$ cat config.mk
export PLATFORM = sky130hd
export DESIGN_NAME = fec_top
export DESIGN_NICKNAME = d
export VERILOG_FILES = /design/src/rtl/fec_pkg.sv /design/src/rtl/fec_top.sv /design/src/rtl/fec_coef_reg.sv
export VERILOG_INCLUDE_DIRS = /design/src /design/src/rtl
export SDC_FILE = /design/constraint.sdc
export NUM_CORES = 1
export LEC_CHECK = 0
export ABC_AREA = 1
export BUFFER_PORTS_ARGS = -buffer_cell sky130_fd_sc_hd__buf_2
export CAP_MARGIN = 10
export CORE_UTILIZATION = 55
export CTS_CLUSTER_SIZE = 30
export DETAILED_ROUTE_END_ITERATION = 8
export PLACE_DENSITY_LB_ADDON = 0.2
export RECOVER_POWER = 100
export SYNTH_ARGS = -nofsm -noshare
export SYNTH_HDL_FRONTEND = slang
export SYNTH_SLANG_ARGS = --single-unit
export TNS_END_PERCENT = 50
$ cat constraint.sdc
create_clock -name clk -period 3.07 [get_ports clk]
set_input_delay 0.1535 -clock clk [delete_from_list [all_inputs] [get_ports clk]]
set_output_delay 0.1535 -clock clk [all_outputs]
set_load 0.01 [all_outputs]
$ cat src/rtl/fec_cfg.svh
// Offsets, field positions, reset values and fixed figures of the filter configuration block
`ifndef FEC_CFG_SVH
`define FEC_CFG_SVH

// ==========================================================================
// Bus geometry
`define FEC_ADDR_W 16
`define FEC_IDX_W 14

// ==========================================================================
// Register indices, byte address is four times the index
`define FEC_IDX_CFG 14'h0400
`define FEC_IDX_TAP0 14'h0418
`define FEC_IDX_TAP1 14'h041A
`define FEC_IDX_TAP2 14'h041C
`define FEC_IDX_TAP3 14'h041E
`define FEC_IDX_CTR 14'h0420
`define FEC_IDX_STAT 14'h0401
`define FEC_TAP_STEP 14'h0002

// ==========================================================================
// Configuration fields
`define FEC_CFG_MODE_LSB 0
`define FEC_CFG_SCW_LSB 2
`define FEC_CFG_MERGE_BIT 5
`define FEC_CFG_SHARE_BIT 6
`define FEC_MODE_OFF 2'h0
`define FEC_MODE_ON 2'h2
`define FEC_SCW_MAX 3'h6

// ==========================================================================
// Status fields
`define FEC_STAT_REFUSED_BIT 0
`define FEC_STAT_LINK_BIT 1

// ==========================================================================
// Widths and reset values
`define FEC_SIDE_W 12
`define FEC_CTR_W 18
`define FEC_NUM_SIDE 4
`define FEC_CFG_RST 8'h00
`define FEC_SIDE_RST 12'h000
`define FEC_CTR_RST 18'h00000

`endif

$ cat src/rtl/fec_pkg.sv
// Types shared by the filter configuration block
package fec_pkg;

    // ======================================================================
    // Configuration byte layout
    typedef struct packed {
        logic       spare;
        logic       share;
        logic       merge;
        logic [2:0] scw;
        logic [1:0] mode;
    } fec_cfg_t;

    // ======================================================================
    // State of the top level apart from the coefficient registers
    typedef struct packed {
        fec_cfg_t    cfg;
        logic        enable;
        logic        bypass;
        logic [2:0]  weight;
        logic        refused;
        logic        pready;
        logic        pslverr;
        logic [31:0] prdata;
    } fec_state_t;

endpackage : fec_pkg

$ cat src/rtl/fec_top.sv
// Filter configuration and coefficient registers behind an APB slave
//
// Design decision made here: the APB interface to the registers.
`timescale 1ns/1ps
`include "fec_cfg.svh"
module fec_top (
    input wire logic clk,
    input wire logic rstn,
    input wire logic psel,
    input wire logic penable,
    input wire logic pwrite,
    input wire logic [`FEC_ADDR_W-1:0] paddr,
    input wire logic [31:0] pwdata,
    input wire logic [3:0] pstrb,
    output logic [31:0] prdata,
    output logic pready,
    output logic pslverr,
    input wire logic serial_link_enable,
    output logic filter_enable,
    output logic filter_bypass,
    output logic filter_merge,
    output logic coefficient_share,
    output logic [2:0] side_coefficient_weight,
    output logic [`FEC_SIDE_W-1:0] tap0_coefficient,
    output logic [`FEC_SIDE_W-1:0] tap1_coefficient,
    output logic [`FEC_SIDE_W-1:0] tap2_coefficient,
    output logic [`FEC_SIDE_W-1:0] tap3_coefficient,
    output logic [`FEC_CTR_W-1:0] center_tap_coefficient
);
    import fec_pkg::*;

    // ======================================================================
    // Declarations
    fec_state_t s_r;
    fec_state_t s_nxt;

    logic [`FEC_IDX_W-1:0] idx;
    logic aligned;
    logic hit_cfg;
    logic hit_ctr;
    logic hit_stat;
    logic [`FEC_NUM_SIDE-1:0] hit_tap;
    logic setup;
    logic access;
    logic wr;
    logic filt_wr;
    logic [`FEC_NUM_SIDE-1:0] tap_we;
    logic ctr_we;
    logic [`FEC_SIDE_W-1:0] tap_coef [`FEC_NUM_SIDE];
    logic [`FEC_SIDE_W-1:0] tap_rd [`FEC_NUM_SIDE];
    logic [`FEC_SIDE_W-1:0] tap_wd [`FEC_NUM_SIDE];
    logic [`FEC_CTR_W-1:0] ctr_coef;
    logic [`FEC_CTR_W-1:0] ctr_rd;
    logic [`FEC_CTR_W-1:0] ctr_wd;

    // ======================================================================
    // Address decode
    assign idx = paddr[`FEC_ADDR_W-1:2];
    assign aligned = (paddr[1:0] == 2'h0);
    assign hit_cfg = aligned && (idx == `FEC_IDX_CFG);
    assign hit_ctr = aligned && (idx == `FEC_IDX_CTR);
    assign hit_stat = aligned && (idx == `FEC_IDX_STAT);
    assign setup = psel && !penable;
    assign access = psel && penable && s_r.pready;
    assign wr = access && pwrite && !s_r.pslverr;
    // Only the filter's own registers are frozen while the link runs
    assign filt_wr = wr && (hit_cfg || hit_ctr || (|hit_tap));

    // ======================================================================
    // Side coefficient registers, spaced two indices apart
    genvar gi;
    generate
        for (gi = 0; gi < `FEC_NUM_SIDE; gi++) begin : g_tap
            assign hit_tap[gi] = aligned &&
                (idx == `FEC_IDX_TAP0 + `FEC_IDX_W'(gi) * `FEC_TAP_STEP);
            // Writes are ignored while the link is enabled
            assign tap_we[gi] = filt_wr && !serial_link_enable && hit_tap[gi];
            assign tap_wd[gi] = {pstrb[1] ? pwdata[11:8] : tap_coef[gi][11:8],
                                 pstrb[0] ? pwdata[7:0] : tap_coef[gi][7:0]};
            fec_coef_reg #(
                .W(`FEC_SIDE_W),
                .RST(`FEC_SIDE_RST)
            ) u_tap (
                .clk(clk),
                .rstn(rstn),
                .wr_en(tap_we[gi]),
                .wr_data(tap_wd[gi]),
                .coef(tap_coef[gi]),
                .rd_data(tap_rd[gi])
            );
        end
    endgenerate

    // ======================================================================
    // Center coefficient register
    assign ctr_we = filt_wr && !serial_link_enable && hit_ctr;
    assign ctr_wd = {pstrb[2] ? pwdata[17:16] : ctr_coef[17:16],
                     pstrb[1] ? pwdata[15:8] : ctr_coef[15:8],
                     pstrb[0] ? pwdata[7:0] : ctr_coef[7:0]};

    fec_coef_reg #(
        .W(`FEC_CTR_W),
        .RST(`FEC_CTR_RST)
    ) u_center (
        .clk(clk),
        .rstn(rstn),
        .wr_en(ctr_we),
        .wr_data(ctr_wd),
        .coef(ctr_coef),
        .rd_data(ctr_rd)
    );

    // ======================================================================
    // Next state
    always_comb begin
        s_nxt = s_r;
        s_nxt.pready = 1'b0;
        s_nxt.pslverr = 1'b0;
        // One wait-free access phase: answer prepared in the setup cycle
        if (setup) begin
            s_nxt.pready = 1'b1;
            s_nxt.pslverr = !(hit_cfg || hit_ctr || hit_stat || (|hit_tap));
            s_nxt.prdata = 32'h0000_0000;
            if (hit_cfg) begin
                s_nxt.prdata[7:0] = s_r.cfg;
            end else if (hit_stat) begin
                s_nxt.prdata[`FEC_STAT_REFUSED_BIT] = s_r.refused;
                s_nxt.prdata[`FEC_STAT_LINK_BIT] = serial_link_enable;
            end else if (hit_ctr) begin
                s_nxt.prdata[`FEC_CTR_W-1:0] = ctr_rd;
            end else begin
                for (int i = 0; i < `FEC_NUM_SIDE; i++) begin
                    if (hit_tap[i]) begin
                        s_nxt.prdata[`FEC_SIDE_W-1:0] = tap_rd[i];
                    end
                end
            end
        end
        // Configuration byte, reserved mode codes are stored as written
        if (filt_wr && !serial_link_enable && hit_cfg && pstrb[0]) begin
            s_nxt.cfg = fec_cfg_t'(pwdata[7:0]);
        end
        // Refused-write flag: clear first so a same-cycle refusal wins
        if (wr && hit_stat && pstrb[0] && pwdata[`FEC_STAT_REFUSED_BIT]) begin
            s_nxt.refused = 1'b0;
        end
        if (filt_wr && serial_link_enable) begin
            s_nxt.refused = 1'b1;
        end
        // Only code 2 turns the filter on; 1 and 3 act as off
        s_nxt.enable = (s_nxt.cfg.mode == `FEC_MODE_ON);
        s_nxt.bypass = !s_nxt.enable;
        // Weights above 6 are outside the range, held at 6
        s_nxt.weight = (s_nxt.cfg.scw > `FEC_SCW_MAX) ? `FEC_SCW_MAX : s_nxt.cfg.scw;
    end

    // ======================================================================
    // State register
    always_ff @(posedge clk or negedge rstn) begin
        if (!rstn) begin
            s_r <= '{cfg: fec_cfg_t'(`FEC_CFG_RST), enable: 1'b0, bypass: 1'b1, weight: 3'h0,
                     refused: 1'b0, pready: 1'b0, pslverr: 1'b0, prdata: 32'h0000_0000};
        end else begin
            s_r <= s_nxt;
        end
    end

    // ======================================================================
    // Outputs
    assign prdata = s_r.prdata;
    assign pready = s_r.pready;
    assign pslverr = s_r.pslverr;
    assign filter_enable = s_r.enable;
    assign filter_bypass = s_r.bypass;
    assign filter_merge = s_r.cfg.merge;
    assign coefficient_share = s_r.cfg.share;
    assign side_coefficient_weight = s_r.weight;
    assign tap0_coefficient = tap_coef[0];
    assign tap1_coefficient = tap_coef[1];
    assign tap2_coefficient = tap_coef[2];
    assign tap3_coefficient = tap_coef[3];
    assign center_tap_coefficient = ctr_coef;
endmodule : fec_top

$ cat src/rtl/fec_coef_reg.sv
// One signed coefficient register with its masked readback
`timescale 1ns/1ps
module fec_coef_reg #(
    parameter int W = 12,
    parameter logic [W-1:0] RST = '0
) (
    input wire logic clk,
    input wire logic rstn,
    input wire logic wr_en,
    input wire logic [W-1:0] wr_data,
    output logic [W-1:0] coef,
    output logic [W-1:0] rd_data
);
    typedef struct packed {
        logic [W-1:0] value;
    } fec_coef_state_t;

    fec_coef_state_t s_r;
    fec_coef_state_t s_nxt;

    always_comb begin
        s_nxt = s_r;
        if (wr_en) begin
            s_nxt.value = wr_data;
        end
    end

    always_ff @(posedge clk or negedge rstn) begin
        if (!rstn) begin
            s_r <= '{value: RST};
        end else begin
            s_r <= s_nxt;
        end
    end

    assign coef = s_r.value;
    // Stored sign bit is never returned on a read
    assign rd_data = {1'b0, s_r.value[W-2:0]};
endmodule : fec_coef_reg

==> qor.txt, run 1 <==
Final nets - 770
Post-DR vias/cell - 5.33
DRT Pass-1 Iters - 5
Yosys warnings - 0
Worst-margin pin slew - 1360 ps
IO buf count - 134
WL/cell - 15.2 µm
Setup_tns - 0 ps
Via count - 4393
Die X - 96.7 µm
Critical Path Fanout Max - 12
Total power - 2.27 mW
Sequential area share after synthesis - 49.3%
Clock-pin slew on the worst setup and hold paths - 100 ps
Placement Setup Slack - 624 ps
RSZ-0062 raised after global routing - false
Area of the die - 9350 µm²
Area after DPL - 5470 µm²
WHS - 24.4 ps
Post-Route WL - 12500 µm
Placed Instances - 808
Non-filler cells, final - 824
Leak - 2.69 nW
Crit-path max cell delay - 410 ps
Antenna cells - 0
Hold Crit Class - in -> reg
Synth area leader - dfrtp_1
Delay-heaviest family, CP - simple AND/OR/NAND/NOR gates
Remaining DRCs - 0
Vias in the first global route - 4195
Worst EP required - 3310 ps
Final Wtd Congestion - 0.928
Setup Buffers After CTS - 0
Overall routing resource usage - 27.8%
Max Cap Violations - 0
Die height - 96.7 µm
Gr ovfl total - 0
Drt first-iter violations - 262
CTS Root Cell - clkbuf_8
F_max - 0.402 GHz
Area share of the largest cell type after synthesis - 48.7%
Bufs and invs on worst path - 2
Post-route minimum period - 2490 ps
Critical Path AT - 2720 ps
H-tree depth - 3
Pwr Density - 417 nW/µm²
CP endpoint kind - flip-flop
Critical path type - in -> reg
Post-synthesis cell count - 598
# clock sinks - 97
Worst skew pair latency - 360 ps
# rows - 34
Mapped Avg Cell Area - 8.25 µm²
Max IR drop VDD - 0.257 mV
Pins over their slew limit - 0
Share of cells above drive strength 1 - 12.6%
Dpl hpwl - 9240 µm
Slew headroom - 8.60%
Final setup violation count - 0
Fill cells - 846
Core Region - 8720 µm²
Layout Utilization - 62.4%
Hold Violations, Final - 0
Critical path launch point type - input port
Period utilization - 81.0%
Final Cell Area - 5450 µm²
Antenna Nets Post-Route - 0
Clk buf depth - 2
Final clock skew - 9.63 ps
First-pass GRT wire length - 20700 µm
Top cells by area, synth - dfrtp_1 49%, nand2_1 13%, nand3_1 5.7%
Initial core utilization - 56.5%
Setup ws final - 584 ps
Outcome - finished, final reports clean
Synth Cell Area - 4930 µm²
CTS tree - yes
CTS buffer count - 9
Area Growth Syn to Fin - 10.4%
Synth cell types - 33
Critical-path cell list - buf_2 -> nor2_1 -> nand3_1 -> nor2_1 -> buf_4 -> o21ai_1 -> nand3_2 -> nand3_1 -> nor2_8 -> nand2_1 -> nand2_1 -> o21ai_0
Initial antenna violation count - 0
Largest net degree at the start of global routing - 55
CP max-delay cell - nand3_1
Post-synthesis register bit count - 97
IO Pins - 165
-- kinds of logic (layout without fill, tap and decap cells) --
kind of cell	Yosys count	count (layout)	synth area share (%)
other	1	15	0.0760
buffers and inverters	92	196	10.7
and+or+nand+nor	326	326	30.4
DFF	97	97	49.3
AOI/OAI and AO/OA	82	82	9.52
-- timing repair --
action	4_1_cts	5_1_grt
hold buffers	1	0
resized for setup	0	0
endpoints found under the hold margin	42	0
-- cell usage in the layout, fill, tap and decap left out, drive strengths merged, types with 4 or more instances in the layout --
| cell type | synthesis | routed |
|---|---|---|
| a21oi | 7 | 7 |
| nor3 | 5 | 5 |
| nand4 | 11 | 11 |
| inv | 39 | 40 |
| conb | 1 | 15 |
| nor2 | 62 | 62 |
| clkbuf | 6 | 103 |
| or2 | 4 | 4 |
| nand3 | 59 | 59 |
| buf | 46 | 46 |
| o211ai | 4 | 4 |
| o21ai | 69 | 69 |
| nand2 | 182 | 182 |
| dfrtp | 96 | 96 |
-- final timing paths --
check,from,to,slack [ps],cells after the start
min in group asynchronous,rstn,prdata[16],320,2
max,paddr[15],u_center.coef[10],580,12
min reg2reg,prdata[12],prdata[12],490,2
min,pwdata[12],u_center.coef[12],20,3
max in group asynchronous,rstn,g_tap[2].u_tap.coef[3],1070,3
max reg2reg,pready,u_center.coef[10],880,7
-- flip-flops by register name, indices dropped and copies added, names as in the netlist --
| signal | cells |
|---|---|
| u_center.coef | 18 |
| g_tap.u_tap.coef | 48 |
| side_coefficient_weight | 2 |
| filter_enable | 1 |
| coefficient_share | 1 |
| pslverr | 1 |
| s_r | 6 |
| prdata | 17 |
| filter_bypass | 1 |
| filter_merge | 1 |
| pready | 1 |
-- synthesized netlist by cell type --
| cell | number |
|---|---|
| buf_4 | 35 |
| nor3_1 | 4 |
| nand2_2 | 8 |
| buf_6 | 6 |
| clkbuf_1 | 6 |
| o211ai_1 | 4 |
| o22ai_1 | 1 |
| nand2_1 | 173 |
| buf_2 | 5 |
| conb_1 | 1 |
| nand4_1 | 11 |
| clkinv_1 | 1 |
| nand3_1 | 56 |
| dfrtp_1 | 96 |
| nor2_8 | 1 |
| nor4_2 | 1 |
| nor4_1 | 2 |
| inv_1 | 37 |
| o21ai_0 | 25 |
| nor2_2 | 6 |
| o21ai_1 | 32 |
| nor2_4 | 7 |
| nand3_2 | 1 |
| inv_2 | 2 |
| nand3_4 | 2 |
| dfstp_2 | 1 |
| nand2_4 | 1 |
| or2_2 | 4 |
| o21bai_1 | 1 |
| nor2_1 | 48 |
| o21ai_2 | 12 |
| nor3_2 | 1 |
| a21oi_1 | 7 |
-- per-layer routing --
| layer | global-route usage (%) | vias up | routed length [µm] |
|---|---|---|---|
| li1 | - | 2114 | - |
| met5 | 0 | - | 0 |
| met4 | 7.00 | 0 | 225 |
| met3 | 4.77 | 19 | 741 |
| met1 | 38.2 | 2079 | 5690 |
| met2 | 45.8 | 181 | 5890 |
-- cell type report --
type                       count  area (µm²)  share of cell area (%)
sequential                    97        2430                    44.6
multi-input combinational    423        1930                    35.5
timing repair buffer         141         609                    11.2
inverter                      40         150                    2.76
tap                          108         135                    2.48
clock buffer                   9         124                    2.27
clock inverter                 6        67.6                    1.24
-- worst register-to-register path: stages, from the launching register on --
cell and delay [ps]:
dfrtp_1 360, nand4_1 90, nor2_1 270, nand3_1 470
nor2_8 360, nand2_1 310, nand2_1 120, o21ai_0 90
-- where the power goes --
part / internal, mW / leakage (nW) / switching, mW
Sequential: 1.29 / 1.33 / 0.00565
Combinational: 0.0408 / 1.27 / 0.109
Clock: 0.375 / 0.0917 / 0.454
Total: 1.70 / 2.69 / 0.568
(Power assumes the default switching activity.)
==> run 2, diff against run 1 <==
--- a/config.mk
+++ b/config.mk
@@ -6,10 +6,10 @@
 export SDC_FILE = /design/constraint.sdc
 export NUM_CORES = 1
 export LEC_CHECK = 0
-export ABC_AREA = 1
+export ABC_AREA = 0
 export BUFFER_PORTS_ARGS = -buffer_cell sky130_fd_sc_hd__buf_2
 export CAP_MARGIN = 10
-export CORE_UTILIZATION = 55
+export CORE_UTILIZATION = 50
 export CTS_CLUSTER_SIZE = 30
 export DETAILED_ROUTE_END_ITERATION = 8
 export PLACE_DENSITY_LB_ADDON = 0.2
==> constraint.sdc (replaced) <==
create_clock -name clk -period 2.6 [get_ports clk]
set_input_delay 0.13 -clock clk [delete_from_list [all_inputs] [get_ports clk]]
set_output_delay 0.13 -clock clk [all_outputs]
set_load 0.01 [all_outputs]
==> run 2 against run 1 <==
Compared with the run above:
- worst setup slack worse by 330 ps
- synthesized area is 2.5% lower
- critical endpoint is now g_tap[2].u_tap.coef[0]
- sequential share of layout area is 0.13 points lower
==> qor.txt, run 2 <==
Share of cells above drive strength 1 - 32.6%
Synth area leader - dfrtp_1
Dpl hpwl - 7800 µm
WL/cell - 17.4 µm
Initial antenna violation count - 0
Vias in the first global route - 3154
Remaining DRCs - 0
Synth Cell Area - 4810 µm²
Top cells by area, synth - dfrtp_1 50%, mux2_2 16%, buf_4 5.6%
Worst-margin pin slew - 1170 ps
# clock sinks - 97
Synth cell types - 46
Post-synthesis register bit count - 97
Drt first-iter violations - 159
CTS Root Cell - clkbuf_8
Critical path launch point type - flip-flop
Max IR drop VDD - 0.315 mV
Leak - 2.57 nW
Met3 Use GR - 5.57%
Hold Violations, Final - 0
Final Wtd Congestion - 0.819
Sequential area share after synthesis - 50.5%
FF-to-FF End - g_tap[2].u_tap.coef[0]
Mapped Avg Cell Area - 13.5 µm²
H-tree depth - 3
Max FFs per register - 48
F_max - 0.426 GHz
Final clock skew - 7.09 ps
Startpoint of the worst hold path - serial_link_enable
Gr ovfl total - 0
Main synth FF type - dfrtp_1
Slew headroom - 22.1%
Post-DR vias/cell - 5.28
R2r setup slk - 250 ps
IO Pins - 165
Post-synth EDFFs - 0
RSZ-0062 raised after global routing - false
Min-Delay Endpoint - s_r[34]
Antenna Nets Post-Route - 0
Area after DPL - 5450 µm²
# rows - 35
Most frequent cells in the layout - 96 x clkbuf_1, 96 x dfrtp_1, 69 x mux2_2
Area Growth Syn to Fin - 13.6%
Synth top cells by count - 96 x dfrtp_1, 69 x mux2_2, 36 x buf_4
Yosys warnings - 0
Pins over their slew limit - 0
Met1 Track Usage GR - 31.8%
CTS resizes - 0
Area of the die - 10000 µm²
Period utilization - 90.3%
Hold Crit Class - in -> reg
Total power - 2.74 mW
Clock-pin slew on the worst setup and hold paths - 90 ps
Pwr Density - 501 nW/µm²
Hold path depth - 2
Setup_tns - 0 ps
Ys async rst share - 100%
Die height - 100 µm
Initial core utilization - 51.8%
Final setup violation count - 0
M2 GR Usage - 33.6%
Worst EP required - 2840 ps
DRT Pass-1 Iters - 4
Critical path type - reg -> reg
Critical Path Fanout Max - 8
Setup ws final - 251 ps
Worst r2r path cells - 6
CTS buffer count - 9
Reg2reg start - pready
Critical Path AT - 2590 ps
Most common cell in the synthesized netlist - dfrtp_1
CP endpoint kind - flip-flop
Final Cell Area - 5460 µm²
Max Cap Violations - 0
Antenna cells - 0
Area share of the largest cell type after synthesis - 50.0%
IO buf count - 134
Fill cells - 828
Largest net degree at the start of global routing - 51
Core Region - 9280 µm²
Final nets - 541
Worst skew pair latency - 360 ps
Clk buf depth - 2
Die X - 100 µm
CTS tree - yes
First-pass GRT wire length - 16500 µm
Post-synthesis cell count - 356
Outcome - finished, final reports clean
Via count - 3250
GR peak layer - met2
Placement Setup Slack - 397 ps
Overall routing resource usage - 21.9%
Post-route minimum period - 2350 ps
Post-Route WL - 10700 µm
[run 2: where the power goes]
group          switching (mW)  total [mW]  internal, mW
Combinational           0.117       0.171        0.0541
Clock                   0.514        1.05         0.537
Sequential            0.00228        1.51          1.51
Total                   0.633        2.74          2.10
[run 2: worst max path at each step]
stage	from	to	slack, ps	depth (start not counted)
after floorplan	pready	g_tap[1].u_tap.coef[0]	500	5
after global placement	pready	g_tap[2].u_tap.coef[2]	440	6
after detailed placement	pready	g_tap[2].u_tap.coef[0]	400	6
after CTS	pready	g_tap[2].u_tap.coef[0]	370	6
after global routing	pready	g_tap[2].u_tap.coef[1]	150	6
final	pready	g_tap[2].u_tap.coef[0]	250	6
[run 2: area by class of cell]
cell class | count | area (µm²) | share of cell area [%]
Clock buffer | 10 | 128 | 2.34
Clock inverter | 5 | 81.3 | 1.49
Inverter | 3 | 11.3 | 0.206
Multi-Input combinational cell | 220 | 1960 | 35.9
Sequential cell | 97 | 2430 | 44.5
Tap cell | 129 | 161 | 2.96
Timing Repair Buffer | 152 | 689 | 12.6
[run 2: timing repair]
action	4_1_cts	5_1_grt
hold endpoints to repair	53	0
hold buffers	7	0
setup buffers	0	0
[run 2: metrics by stage]
step | utilization [%] | cells | hold WS (ps)
floorplan | - | 370 | -166
global placement | 58.7 | 594 | 174
detailed placement | 58.7 | 594 | 180
CTS | 61.7 | 616 | 52.6
global route | 58.8 | 616 | 53.8
finish | 58.8 | 616 | 66.8
[run 2: logic make-up after synthesis]
logic type	after synthesis	synth area share [%]
flip-flops	97	50.5
multiplexers	90	24.0
AND/OR/NAND/NOR	80	13.1
buffers and inverters	53	7.29
AO/OA/AOI/OAI	35	5.07
other	1	0.0780
[run 2: metal layers]
| metal | share of wire [%] | vias up | wire (µm) |
|---|---|---|---|
| met1 | 48 | 1645 | 5100 |
| met3 | 4.5 | 8 | 480 |
| met2 | 47 | 89 | 5070 |
| met4 | 0.71 | 0 | 76 |
| met5 | 0 | - | 0 |
| li1 | - | 1508 | - |
[run 2: critical path: stages (launching register included)]
cell and delay [ps]:
dfrtp_1 350, nand4_1 170, or3_1 470, buf_4 220
nor4_1 320, clkbuf_2 330, mux2_2 370
